`src/mbs_cfg.svh`:
```
// Offsets, field positions, reset values and timing counts of the
// Modbus slave block. Assumes inclusion by bare name from src/.
`ifndef MBS_CFG_SVH
`define MBS_CFG_SVH

// System clock and derived time counts
`define MBS_CLK_HZ 20000000
`define MBS_CLK_PERIOD_NS 50
`define MBS_SECOND_NS 1000000000
`define MBS_CYCLES_PER_SEC (`MBS_SECOND_NS / `MBS_CLK_PERIOD_NS)

// Selectable serial rates, index 0..5
`define MBS_BAUD_4800 4800
`define MBS_BAUD_9600 9600
`define MBS_BAUD_19200 19200
`define MBS_BAUD_38400 38400
`define MBS_BAUD_57600 57600
`define MBS_BAUD_115200 115200
`define MBS_BAUD_SEL_MAX 3'h5

// Receive idle timeout selection: 0 is NONE, 1..20 seconds
`define MBS_TIMEOUT_NONE 5'h00
`define MBS_TIMEOUT_MAX 5'h14

// Data address span of every table
`define MBS_TABLE_LAST 16'h270e

// Output coils
`define MBS_COIL_OPEN_CLOSE 16'h0000
// Input coils
`define MBS_IN_OPEN_LIMIT 16'h0000
`define MBS_IN_CLOSE_LIMIT 16'h0001
`define MBS_IN_ERROR_RELAY 16'h0002
// Input registers: hardware address words, then lot number
`define MBS_IREG_MAC_HI 16'h0000
`define MBS_IREG_MAC_MID 16'h0001
`define MBS_IREG_MAC_LO 16'h0002
`define MBS_IREG_LOT 16'h0003

// Function codes
`define MBS_FN_READ_COILS 8'h01
`define MBS_FN_READ_INPUTS 8'h02
`define MBS_FN_READ_HOLDING 8'h03
`define MBS_FN_READ_IREGS 8'h04
`define MBS_FN_WRITE_COIL 8'h05
`define MBS_FN_WRITE_HOLDING 8'h06

// Single coil write values
`define MBS_COIL_ON 16'hff00
`define MBS_COIL_OFF 16'h0000

// Exception codes
`define MBS_EXC_FUNCTION 16'h0001
`define MBS_EXC_ADDRESS 16'h0002
`define MBS_EXC_VALUE 16'h0003

// Reset values
`define MBS_RST_NODE_ID 8'h01
`define MBS_RST_BAUD_SEL 3'h1
`define MBS_RST_TCP_PORT 16'h01f6

`endif

```
`src/mbs_pkg.sv`:
```
// Types of the Modbus slave block.
// Assumes mbs_cfg.svh is reachable by bare name.
`include "mbs_cfg.svh"

package mbs_pkg;

   typedef enum logic [1:0] {
      MBS_IDLE,
      MBS_HOLD_WAIT
   } mbs_state_type;

   typedef struct packed {
      mbs_state_type state;
      logic [7:0] node_id;
      logic [2:0] baud_sel;
      logic [4:0] timeout_sel;
      logic [31:0] static_ip;
      logic [31:0] static_gw;
      logic [31:0] subnet_mask;
      logic [15:0] tcp_port;
      logic dhcp_en;
      logic open_cmd;
      logic [31:0] presc;
      logic [4:0] secs;
      logic rx_timeout;
      logic rsp_valid;
      logic rsp_exc;
      logic [7:0] rsp_func;
      logic [15:0] rsp_data;
   } mbs_slave_type;

endpackage

```
`src/mbs_mem.sv`:
```
// Holding register store of the Modbus slave: one write port, one read
// port, read data from a register one cycle after the read strobe.
// Assumes a single clock shared with the slave and its clock enable.
`timescale 1ns/100ps

module mbs_mem #(
   parameter int WIDTH = 16,
   parameter int DEPTH = 8,
   parameter int AW = 3
) (
   input wire logic clk, // System clock
   input wire logic reset_n, // Asynchronous reset, active low
   input wire logic clk_en, // Freezes all state while low
   input wire logic wr_en, // Write strobe
   input wire logic [AW-1:0] wr_addr, // Write word index
   input wire logic [WIDTH-1:0] wr_data, // Write data
   input wire logic rd_en, // Read strobe
   input wire logic [AW-1:0] rd_addr, // Read word index
   output logic [WIDTH-1:0] rd_data // Registered read data
);

   typedef struct packed {
      logic [DEPTH-1:0][WIDTH-1:0] words;
      logic [WIDTH-1:0] rd_data;
   } mbs_mem_type;

   mbs_mem_type s;
   mbs_mem_type next_s;

   // Write wins over read to the same word only in the stored copy
   always_comb
   begin
      next_s = s;
      if (wr_en)
         next_s.words[wr_addr] = wr_data;
      if (rd_en)
         next_s.rd_data = s.words[rd_addr];
   end

   // Whole store clears at reset so reads are defined
   always_ff @(posedge clk or negedge reset_n)
   begin
      if (!reset_n)
         s <= '0;
      else if (clk_en)
         s <= next_s;
   end

   assign rd_data = s.rd_data;

endmodule

```
`src/mbs_slave.sv`:
```
// Modbus slave command interpreter and settings holder of the actuator
// controller. Assumes framing (serial or TCP) is done outside: one
// decoded single-item request arrives per handshake, on the same clock.
`timescale 1ns/100ps
`include "mbs_cfg.svh"

module mbs_slave #(
   parameter int CYCLES_PER_SEC = `MBS_CYCLES_PER_SEC,
   parameter int HOLD_DEPTH = 8
) (
   input wire logic clk, // System clock, 20 MHz
   input wire logic reset_n, // Asynchronous reset, active low
   input wire logic clk_en, // Freezes all state while low
   input wire logic cfg_load, // Pulse: take the cfg_ values below
   input wire logic [7:0] cfg_node_id, // Node id, 0 is ignored
   input wire logic [2:0] cfg_baud_sel, // Rate index 0..5
   input wire logic [4:0] cfg_timeout_sel, // 0 none, 1..20 seconds
   input wire logic [31:0] cfg_static_ip, // Static network address
   input wire logic [31:0] cfg_static_gw, // Static gateway address
   input wire logic [31:0] cfg_subnet_mask, // Subnet mask
   input wire logic [15:0] cfg_tcp_port, // TCP listen port
   input wire logic cfg_dhcp_enable, // Automatic address option
   input wire logic dhcp_lease_valid, // Lease held by the stack
   input wire logic [31:0] dhcp_lease_ip, // Leased address
   input wire logic [47:0] mac_address, // Fixed hardware address
   input wire logic [15:0] lot_number, // Fixed lot number
   input wire logic open_limit_indicator, // Fully-open indicator on
   input wire logic close_limit_indicator, // Fully-closed indicator on
   input wire logic error_relay_status, // Error relay on
   input wire logic req_valid, // Request present
   input wire logic [7:0] req_unit_id, // Addressed unit
   input wire logic [7:0] req_function, // Function code
   input wire logic [15:0] req_address, // Data address
   input wire logic [15:0] req_value, // Write value
   output logic req_ready, // Request accepted when high
   output logic rsp_valid, // Response present, one cycle
   output logic rsp_exception, // Response is an exception
   output logic [7:0] rsp_function, // Echoed function code
   output logic [15:0] rsp_data, // Read data, echo or exception
   output logic open_command, // 1 open, 0 close
   output logic rx_timeout, // Idle timeout tripped
   output logic [15:0] bit_period_cycles, // Clocks per serial bit
   output logic [31:0] active_ip_address, // Address in use
   output logic [31:0] gateway_address, // Static gateway in use
   output logic [31:0] subnet_mask, // Subnet mask in use
   output logic [15:0] tcp_listen_port, // Port to listen on
   output logic dhcp_request // Ask the stack for a lease
);

   localparam int AW = $clog2(HOLD_DEPTH);

   mbs_pkg::mbs_slave_type s;
   mbs_pkg::mbs_slave_type next_s;
   logic take;
   logic for_us;
   logic mem_wr;
   logic mem_rd;
   logic [15:0] mem_rd_data;

   // Clocks per bit for a rate index; out-of-range picks the slowest
   function automatic logic [15:0] baud_div(input logic [2:0] sel);
      int rate;
      case (sel)
         3'h0: rate = `MBS_BAUD_4800;
         3'h1: rate = `MBS_BAUD_9600;
         3'h2: rate = `MBS_BAUD_19200;
         3'h3: rate = `MBS_BAUD_38400;
         3'h4: rate = `MBS_BAUD_57600;
         3'h5: rate = `MBS_BAUD_115200;
         default: rate = `MBS_BAUD_4800;
      endcase
      return 16'(`MBS_CLK_HZ / rate);
   endfunction

   // Handshake: one request at a time, none while a read is pending
   assign req_ready = (s.state == mbs_pkg::MBS_IDLE);
   assign take = req_valid && req_ready && clk_en;
   assign for_us = (req_unit_id == s.node_id);
   assign mem_wr = take && for_us
      && req_function == `MBS_FN_WRITE_HOLDING
      && req_address < 16'(HOLD_DEPTH);
   assign mem_rd = take && for_us
      && req_function == `MBS_FN_READ_HOLDING
      && req_address < 16'(HOLD_DEPTH);

   mbs_mem #(
      .WIDTH(16),
      .DEPTH(HOLD_DEPTH),
      .AW(AW)
   ) u_hold (
      .clk(clk),
      .reset_n(reset_n),
      .clk_en(clk_en),
      .wr_en(mem_wr),
      .wr_addr(req_address[AW-1:0]),
      .wr_data(req_value),
      .rd_en(mem_rd),
      .rd_addr(req_address[AW-1:0]),
      .rd_data(mem_rd_data)
   );

   // Next state: settings, idle timer and request decode
   always_comb
   begin
      next_s = s;
      next_s.rsp_valid = 1'b0;
      // Bad settings are dropped so the held ones stay legal
      if (cfg_load)
      begin
         if (cfg_node_id != 8'h00)
            next_s.node_id = cfg_node_id;
         if (cfg_baud_sel <= `MBS_BAUD_SEL_MAX)
            next_s.baud_sel = cfg_baud_sel;
         if (cfg_timeout_sel <= `MBS_TIMEOUT_MAX)
            next_s.timeout_sel = cfg_timeout_sel;
         next_s.static_ip = cfg_static_ip;
         next_s.static_gw = cfg_static_gw;
         next_s.subnet_mask = cfg_subnet_mask;
         next_s.tcp_port = cfg_tcp_port;
         next_s.dhcp_en = cfg_dhcp_enable;
      end
      // Idle timer: one-second prescaler, then a seconds count
      if (s.timeout_sel == `MBS_TIMEOUT_NONE)
      begin
         next_s.presc = '0;
         next_s.secs = '0;
         next_s.rx_timeout = 1'b0;
      end
      else if (take && for_us)
      begin
         next_s.presc = '0;
         next_s.secs = '0;
         next_s.rx_timeout = 1'b0;
      end
      else if (!s.rx_timeout)
      begin
         if (s.presc == 32'(CYCLES_PER_SEC - 1))
         begin
            next_s.presc = '0;
            next_s.secs = s.secs + 5'h01;
            if (s.secs + 5'h01 >= s.timeout_sel)
               next_s.rx_timeout = 1'b1;
         end
         else
            next_s.presc = s.presc + 32'h00000001;
      end
      // Pending holding read: data is in the store's output register
      if (s.state == mbs_pkg::MBS_HOLD_WAIT)
      begin
         next_s.state = mbs_pkg::MBS_IDLE;
         next_s.rsp_valid = 1'b1;
         next_s.rsp_exc = 1'b0;
         next_s.rsp_data = mem_rd_data;
      end
      // Requests for another unit are taken and dropped silently
      if (take && for_us)
      begin
         next_s.rsp_valid = 1'b1;
         next_s.rsp_func = req_function;
         next_s.rsp_exc = 1'b1;
         next_s.rsp_data = `MBS_EXC_ADDRESS;
         case (req_function)
            `MBS_FN_READ_COILS:
               if (req_address == `MBS_COIL_OPEN_CLOSE)
               begin
                  next_s.rsp_exc = 1'b0;
                  next_s.rsp_data = {15'h0000, s.open_cmd};
               end
            `MBS_FN_READ_INPUTS:
            begin
               next_s.rsp_exc = 1'b0;
               case (req_address)
                  `MBS_IN_OPEN_LIMIT:
                     next_s.rsp_data = {15'h0000,
                        open_limit_indicator};
                  `MBS_IN_CLOSE_LIMIT:
                     next_s.rsp_data = {15'h0000, close_limit_indicator};
                  `MBS_IN_ERROR_RELAY:
                     next_s.rsp_data = {15'h0000, error_relay_status};
                  default:
                  begin
                     next_s.rsp_exc = 1'b1;
                     next_s.rsp_data = `MBS_EXC_ADDRESS;
                  end
               endcase
            end
            `MBS_FN_READ_IREGS:
            begin
               next_s.rsp_exc = 1'b0;
               case (req_address)
                  `MBS_IREG_MAC_HI: next_s.rsp_data = mac_address[47:32];
                  `MBS_IREG_MAC_MID: next_s.rsp_data = mac_address[31:16];
                  `MBS_IREG_MAC_LO: next_s.rsp_data = mac_address[15:0];
                  `MBS_IREG_LOT: next_s.rsp_data = lot_number;
                  default:
                  begin
                     next_s.rsp_exc = 1'b1;
                     next_s.rsp_data = `MBS_EXC_ADDRESS;
                  end
               endcase
            end
            `MBS_FN_READ_HOLDING:
               if (mem_rd)
               begin
                  next_s.rsp_valid = 1'b0;
                  next_s.state = mbs_pkg::MBS_HOLD_WAIT;
               end
            `MBS_FN_WRITE_COIL:
               if (req_address == `MBS_COIL_OPEN_CLOSE)
               begin
                  next_s.rsp_data = req_value;
                  next_s.rsp_exc = 1'b0;
                  if (req_value == `MBS_COIL_ON)
                     next_s.open_cmd = 1'b1;
                  else if (req_value == `MBS_COIL_OFF)
                     next_s.open_cmd = 1'b0;
                  else
                  begin
                     next_s.rsp_exc = 1'b1;
                     next_s.rsp_data = `MBS_EXC_VALUE;
                  end
               end
            `MBS_FN_WRITE_HOLDING:
               if (mem_wr)
               begin
                  next_s.rsp_exc = 1'b0;
                  next_s.rsp_data = req_value;
               end
            // Input tables have no write function, so they stay read only
            default:
               next_s.rsp_data = `MBS_EXC_FUNCTION;
         endcase
      end
   end

   // State register; clock enable freezes everything
   always_ff @(posedge clk or negedge reset_n)
   begin
      if (!reset_n)
      begin
         s <= '0;
         s.state <= mbs_pkg::MBS_IDLE;
         s.node_id <= `MBS_RST_NODE_ID;
         s.baud_sel <= `MBS_RST_BAUD_SEL;
         s.tcp_port <= `MBS_RST_TCP_PORT;
      end
      else if (clk_en)
         s <= next_s;
   end

   // Outputs; a lease is only used while it is valid
   assign rsp_valid = s.rsp_valid;
   assign rsp_exception = s.rsp_exc;
   assign rsp_function = s.rsp_func;
   assign rsp_data = s.rsp_data;
   assign open_command = s.open_cmd;
   assign rx_timeout = s.rx_timeout;
   assign bit_period_cycles = baud_div(s.baud_sel);
   assign active_ip_address = (s.dhcp_en && dhcp_lease_valid)
      ? dhcp_lease_ip : s.static_ip;
   assign gateway_address = s.static_gw;
   assign subnet_mask = s.subnet_mask;
   assign tcp_listen_port = s.tcp_port;
   assign dhcp_request = s.dhcp_en;

   a_coil_open: assert property (@(posedge clk) disable iff (!reset_n)
      take && for_us && req_function == `MBS_FN_WRITE_COIL
      && req_address == 16'h0000 && req_value == `MBS_COIL_ON
      |=> open_command && rsp_valid && !rsp_exception)
      else $error("coil write of one did not command open");

   a_coil_close: assert property (@(posedge clk) disable iff (!reset_n)
      take && for_us && req_function == `MBS_FN_WRITE_COIL
      && req_address == 16'h0000 && req_value == `MBS_COIL_OFF
      |=> !open_command)
      else $error("coil write of zero did not command close");

   a_foreign_unit: assert property (@(posedge clk) disable iff (!reset_n)
      take && !for_us |=> !rsp_valid)
      else $error("request for another unit was answered");

   a_unmapped_exc: assert property (@(posedge clk) disable iff (!reset_n)
      take && for_us && req_function == `MBS_FN_READ_COILS
      && req_address != 16'h0000
      |=> rsp_valid && rsp_exception && rsp_data == `MBS_EXC_ADDRESS)
      else $error("unmapped coil read gave no exception");

   a_open_status: assert property (@(posedge clk) disable iff (!reset_n)
      take && for_us && req_function == `MBS_FN_READ_INPUTS
      && req_address == 16'h0000
      |=> rsp_valid && rsp_data[0] == $past(open_limit_indicator))
      else $error("input coil zero does not follow open indicator");

   a_lot_read: assert property (@(posedge clk) disable iff (!reset_n)
      take && for_us && req_function == `MBS_FN_READ_IREGS
      && req_address == 16'h0003
      |=> !rsp_exception && rsp_data == $past(lot_number))
      else $error("lot number read failed");

   a_timeout_none: assert property (@(posedge clk) disable iff (!reset_n)
      s.timeout_sel == `MBS_TIMEOUT_NONE |=> !rx_timeout)
      else $error("timeout tripped while disabled");

   a_static_addr: assert property (@(posedge clk) disable iff (!reset_n)
      !s.dhcp_en |-> active_ip_address == s.static_ip)
      else $error("static address not used with auto address off");

   a_hold_read: assert property (@(posedge clk) disable iff (!reset_n)
      mem_rd |=> !rsp_valid ##1 (rsp_valid && !rsp_exception) [*1])
      else $error("holding read answer not two cycles later");

endmodule
```
`config.mk`:
```
export PLATFORM = sky130hd
export DESIGN_NAME = mbs_slave
export DESIGN_NICKNAME = d
export VERILOG_FILES = /design/src/mbs_pkg.sv /design/src/mbs_mem.sv /design/src/mbs_slave.sv
export VERILOG_INCLUDE_DIRS = /design/src /design/src/src
export SDC_FILE = /design/constraint.sdc
export NUM_CORES = 1
export LEC_CHECK = 0
export ABC_AREA = 1
export BUFFER_PORTS_ARGS = -buffer_cell sky130_fd_sc_hd__buf_2
export CORE_ASPECT_RATIO = 0.9
export CORE_UTILIZATION = 43
export CTS_BUF_LIST = sky130_fd_sc_hd__clkbuf_16
export CTS_CLUSTER_DIAMETER = 60
export CTS_CLUSTER_SIZE = 10
export DETAILED_ROUTE_END_ITERATION = 7
export SETUP_SLACK_MARGIN = 0.3
export SLEW_MARGIN = 10
export SYNTH_ARGS = -nofsm -noshare
export SYNTH_HDL_FRONTEND = slang
export SYNTH_SLANG_ARGS = --single-unit
```
`constraint.sdc`:
```
create_clock -name clk -period 46.5 [get_ports clk]
set_input_delay 6.975 -clock clk [delete_from_list [all_inputs] [get_ports clk]]
set_output_delay 6.975 -clock clk [all_outputs]
set_load 0.01 [all_outputs]
```
==> results of run 1 <==
## worst register-to-register path, delay by kind of cell, from the launching register on
family / cells / cell delay [ns]
flip-flops: 1 / 0.53
AO/OA/AOI/OAI: 4 / 0.78
AND/OR/NAND/NOR: 21 / 3.13
buffers and inverters: 3 / 0.22
## synth_stat cells, drive strengths merged, types with 14 or more instances
master / instances / area share (%)
or2: 18 / 0.40
nand2: 1304 / 18
inv: 414 / 5.6
nor3: 60 / 1.1
dfrtp: 331 / 30
nor2: 283 / 4.3
nand3: 293 / 6.2
clkbuf: 83 / 1.1
a22oi: 20 / 0.54
nor4: 21 / 0.47
xor2: 63 / 2.0
mux2: 45 / 1.8
nand4: 102 / 2.3
o21ai: 306 / 5.6
a21oi: 176 / 3.2
ha: 156 / 7.0
a221oi: 17 / 0.53
xnor2: 36 / 1.2
clkinv: 14 / 0.19
buf: 157 / 4.3
## registers in the layout (all words and copies together), names as in the netlist, 8 cells and up
register / flops
s: 87
u_hold.rd_data: 16
rsp_data: 16
tcp_listen_port: 16
gateway_address: 32
rsp_function: 8
u_hold.s: 128
subnet_mask: 32
## path summary, 6_finish.rpt
| path | slack [ns] | end | start |
|---|---|---|---|
| max | 3.15 | bit_period_cycles[0] | s[184] |
| min | 0.42 | s[195] | s[195] |
| max reg2reg | 41.74 | s[63] | s[186] |
| min reg2reg | 0.42 | s[195] | s[195] |
| max in group asynchronous | 37.92 | s[150] | reset_n |
| min in group asynchronous | 6.33 | tcp_listen_port[12] | reset_n |
## per-stage QoR
stage | std cells | setup TNS [ns] | setup slack, ns
after floorplan | 4043 | 0 | 3.89
after global placement | 5142 | 0 | 1.79
after detailed placement | 5142 | 0 | 0.607
after CTS | 5220 | 0 | 0.415
after global routing | 5265 | -0.0631 | -0.0631
final | 5265 | 0 | 3.15
## per-layer routing
metal  part of all wire, %  vias to the layer above
li1                      -                    13900
met1                    46                    12900
met2                    45                      983
met3                   7.2                      120
met4                   2.1                        2
met5                 0.014                        -
## logic make-up (layout without fill, tap and decap cells)
kind of cell / after synthesis / in the layout
fa+ha+maj: 157 / 157
xor+xnor: 99 / 99
other cells: 1 / 6
flops: 340 / 340
buf+inv: 668 / 1031
compound gates: 621 / 621
simple gates: 2106 / 2110
mux: 46 / 46
## layout make-up
cell class                 count  area [um2]  share of cell area (%)
sequential                   340        8520                    26.5
clock buffer                  42        1050                    3.27
tap                          855        1070                    3.33
clock inverter                34         234                   0.729
multi-input combinational   3039       16700                    52.1
inverter                     428        1620                    5.06
timing repair buffer         527        2880                    8.95
## timing repair
action	CTS	global route
resized for setup	6	77
cloned	1	3
endpoints found under the setup margin	1	3
setup buffers	1	42
pin swaps	2	26
==> impl_metrics.toml, run 1 <==
[run_status]
status = "completed"

[die]
row_count = 88
start_util_pct = 43.6
die_x_um = 271
die_area_um2 = 66100
io_pins = 440
core_area_um2 = 64200
die_h_um = 244

[global_routing]
antenna_found_initial = 1
met2_usage_pct = 43.4
gr-total-overflow = 0
use_met1_pct = 39.0
grt_pass1_vias = 25800
grt_max_degree = 86
met3_usage_pct = 3.97
grt_busiest_layer = "met2"
grt_pass1_wl_um = 145000
grt_use_total_pct = 27.3

[place]
dp.final_hpwl_um = 67400
port_buffers = 439
placed_area_um2 = 30200
gp_congestion = 1.01

[finish]
layout_common_cells = "nand2_1, buf_2, inv_1"
drive_above_1_share_pct = 20.3
syn_to_final_growth_pct = 14.8
fin_nets = 4817
finish.instance_area_um2 = 32100
final_common_cell = "nand2_1"
diodes = 0
fin_util_pct = 50.0
n_fill_cell = 6440

[cts]
cts_sinks = 340
holdBufCountCts = 0
cts_tree = "yes"
cts.reportedPaths.clkPinSlew_ns = 0.06
cts-buffers-inserted = 42
clk_path_buf_depth = 3
h-tree-depth = 2
clock-root-buffer = "clkbuf_16"
clk_latency_ns = 0.59

[critical_path]
critPathLaunchType = "register"
rr_worst_depth = 28
cp_slowest_cell = "dfrtp_2"
crit_path_end_kind = "primary output"
crit_top_cell = "nand2_1"
max_stage_delay_ns = 0.43
cp.depth = 264
crit_path_max_fanout = 24
worstSetupPathType = "register to primary output"
cp.arrival_ns = 36.37
crit_buf_inv = 31
critical_path_required_ns = 39.52
cp_top_family = "simple AND/OR/NAND/NOR gates"

[synthesis]
yosysWarnings = 0
synth_top_family_by_area = "simple AND/OR/NAND/NOR gates"
async_flop_share_pct = 100
synth_compound_area_share_pct = 12.7
synth_cell_types = 73
synth_xor_area_share_pct = 3.13
synth_edf_count = 0
synth_cells = 4038
muxShareOfSynthArea_pct = 1.85
synth_seq_area_share_pct = 30.4
yosys.area_share.simple_pct = 33.6
ys_ff_latch = 340
syn_area_per_cell_um2 = 6.93
synth_area_um2 = 28000
ys.flop_type = "dfrtp_1"
synth_fa_ha_area_share_pct = 7.05

[detailed_routing]
final_antenna_net_count = 0
first_pass_iters = 8
viasPerCell = 5.29
num_vias = 27800
route.detailed.wl_per_inst_um = 17.7
drc = 0
wl_um = 93300
detail_route.iter0.violations = 2286

[timing]
hold_slack_ns = 0.420
clock_skew_ns = 0.0484
setup_viol = 0
maxSlewHeadroom_pct = 23.4
fmax_mhz = 23.1
layout_min_cycle_time_ns = 43.35
maxSlewViolCount = 0
timing_hold_violations_final = 0
worstMarginPinSlew_ns = 1.15
finalCritPeriodShare_pct = 93.2

[run]
drv_cap = 0

[hold_path]
hold_path_class = "register to register"
hold_depth = 0
Power of run 1 is left out: the tool's default activity adds up to more than one toggle a clock period on the data nets, which glitch-free logic cannot reach.
==> run 2: changes to the inputs <==
Settings changed: REMOVE_ABC_BUFFERS from default to 1.
Clock period 46.5 ns to 41.9 ns, I/O delays scaled along.
==> run 2 against run 1 <==
Compared with the run above: utilization increased by 2.8 points; count of clock-buffer cells in the layout up 1; critical endpoint unchanged; via count rose by 1.6%; clock skew shrank 0.028 ns; hold slack worse by 0.014 ns; first-iteration DRC count down 4.2%; sequential share of layout area is 1.4 points lower; register-to-register slack lost 4.6 ns; global-route usage increased by 0.14 points; sequential cell count did not move; worst setup slack got worse by 0.73 ns.
==> impl_metrics.toml, run 2 (synthesis gave the netlist of run 1 again) <==
[run_status]
status = "completed"

[timing]
timing.final.ws_setup_ns = 2.42
finalCritPeriodShare_pct = 94.2
tns_ns = 0
setup_viol = 0
fmax_mhz = 25.3
clock_skew_ns = 0.0199
timing_hold_violations_final = 0
layout_min_cycle_time_ns = 39.48
maxSlewHeadroom_pct = 17.6
maxSlewViolCount = 0
worstMarginPinSlew_ns = 1.23

[finish]
syn_to_final_growth_pct = 21.1
largest_reg_flops = 128
drive_above_1_share_pct = 26.1
final_common_cell = "nand2_1"
layout_common_cells = "nand2_1, buf_2, inv_1"
diodes = 0
regMostFlops = "u_hold.s"
fin_nets = 4949
finalNonFillerCells = 5385
top_regs = "u_hold.s x128, s x87"

[die]
row_count = 88
die_x_um = 271
io_pins = 440
core_area_um2 = 64200
start_util_pct = 43.6
die_h_um = 244
die_area_um2 = 66100

[critical_path]
crit_path_max_fanout = 11
crit_path_end_kind = "primary output"
critPathLaunchType = "register"
max_stage_delay_ns = 0.46
worstSetupPathType = "register to primary output"
cp_slowest_cell = "dfrtp_2"
cp.arrival_ns = 33.19
crit_top_cell = "nand2_1"
critical_path_required_ns = 35.62
crit_buf_inv = 35
cp_top_family = "simple AND/OR/NAND/NOR gates"

[detailed_routing]
detail_route.iter0.violations = 2191
drc = 0
first_pass_iters = 5
wl_um = 94600
num_vias = 28300
viasPerCell = 5.25
route.detailed.wl_per_inst_um = 17.6
final_antenna_net_count = 0

[cts]
cts_tree = "yes"
h-tree-depth = 2
cts_sinks = 340
cts-buffers-inserted = 43
cts.reportedPaths.clkPinSlew_ns = 0.05
clock-root-buffer = "clkbuf_16"
clk_latency_ns = 0.57
holdBufCountCts = 0
clk_path_buf_depth = 3

[place]
port_buffers = 439
gp_congestion = 0.933
placedCellCount = 5230
dp.final_hpwl_um = 68100
place_ws_ns = -0.819

[global_routing]
grt_use_total_pct = 27.5
grt_pass1_vias = 26100
grt_pass1_wl_um = 145000
antenna_found_initial = 0
grt_max_degree = 85
gr-total-overflow = 0

[run]
drv_cap = 0

[hold_path]
hold_path_class = "register to register"
==> run 2: changes by cell type in the layout (fill, tap and decap cells not counted), sizes merged <==
cell / before / now
clkbuf: 42 / 43
nor2: 284 / 283
buf: 527 / 656
inv: 439 / 432
clkinvlp: 2 / 1
nand2: 1306 / 1309
bufinv: 1 / 2
clkinv: 20 / 15
==> run 2: final timing paths <==
| check | from | endpoint | slack (ns) | cells after the start |
|---|---|---|---|---|
| worst max register to register | s[186] | s[63] | 37.14 | 28 |
| worst min register to register | s[195] | s[195] | 0.41 | 0 |
| worst min-delay path | s[195] | s[195] | 0.41 | 0 |
| min in group asynchronous | reset_n | s[181] | 5.72 | 1 |
| worst max-delay path | s[185] | bit_period_cycles[0] | 2.42 | 263 |
| max in group asynchronous | reset_n | gateway_address[7] | 33.88 | 3 |
==> run 2: metal layers <==
| layer | wire [um] | track usage, % |
|---|---|---|
| met5 | 0 | 0 |
| met2 | 43200 | 44.3 |
| met1 | 43600 | 38.3 |
| met4 | 2360 | 7.31 |
| met3 | 5440 | 3.99 |
==> run 2: layout make-up <==
type	count	area [um2]
clock inverters	22	173
clock buffers	43	1080
flip-flops and latches	340	8520
fillers	6414	30300
well taps	855	1070
inverters	428	1640
multi-input cells	3041	17500
repair buffers	656	3880
==> run 2: timing repair <==
item | CTS | global route
setup buffers | 8 | 76
cloned | 2 | 4
pin swaps | 6 | 128
endpoints found under the hold margin | 0 | 0
setup endpoints to repair | 2 | 3
gates resized for setup | 36 | 263
==> run 2: through the flow <==
stage	hold slack (ns)	util [%]	instance area (um2)
finish	0.406	52.8	33900
global route	0.417	52.8	33900
CTS	0.405	50.2	32300
detailed placement	0.393	48.0	30800
global placement	0.389	48.0	30800
floorplan	0.375	-	26500
Power of run 2 is left out for the same reason.
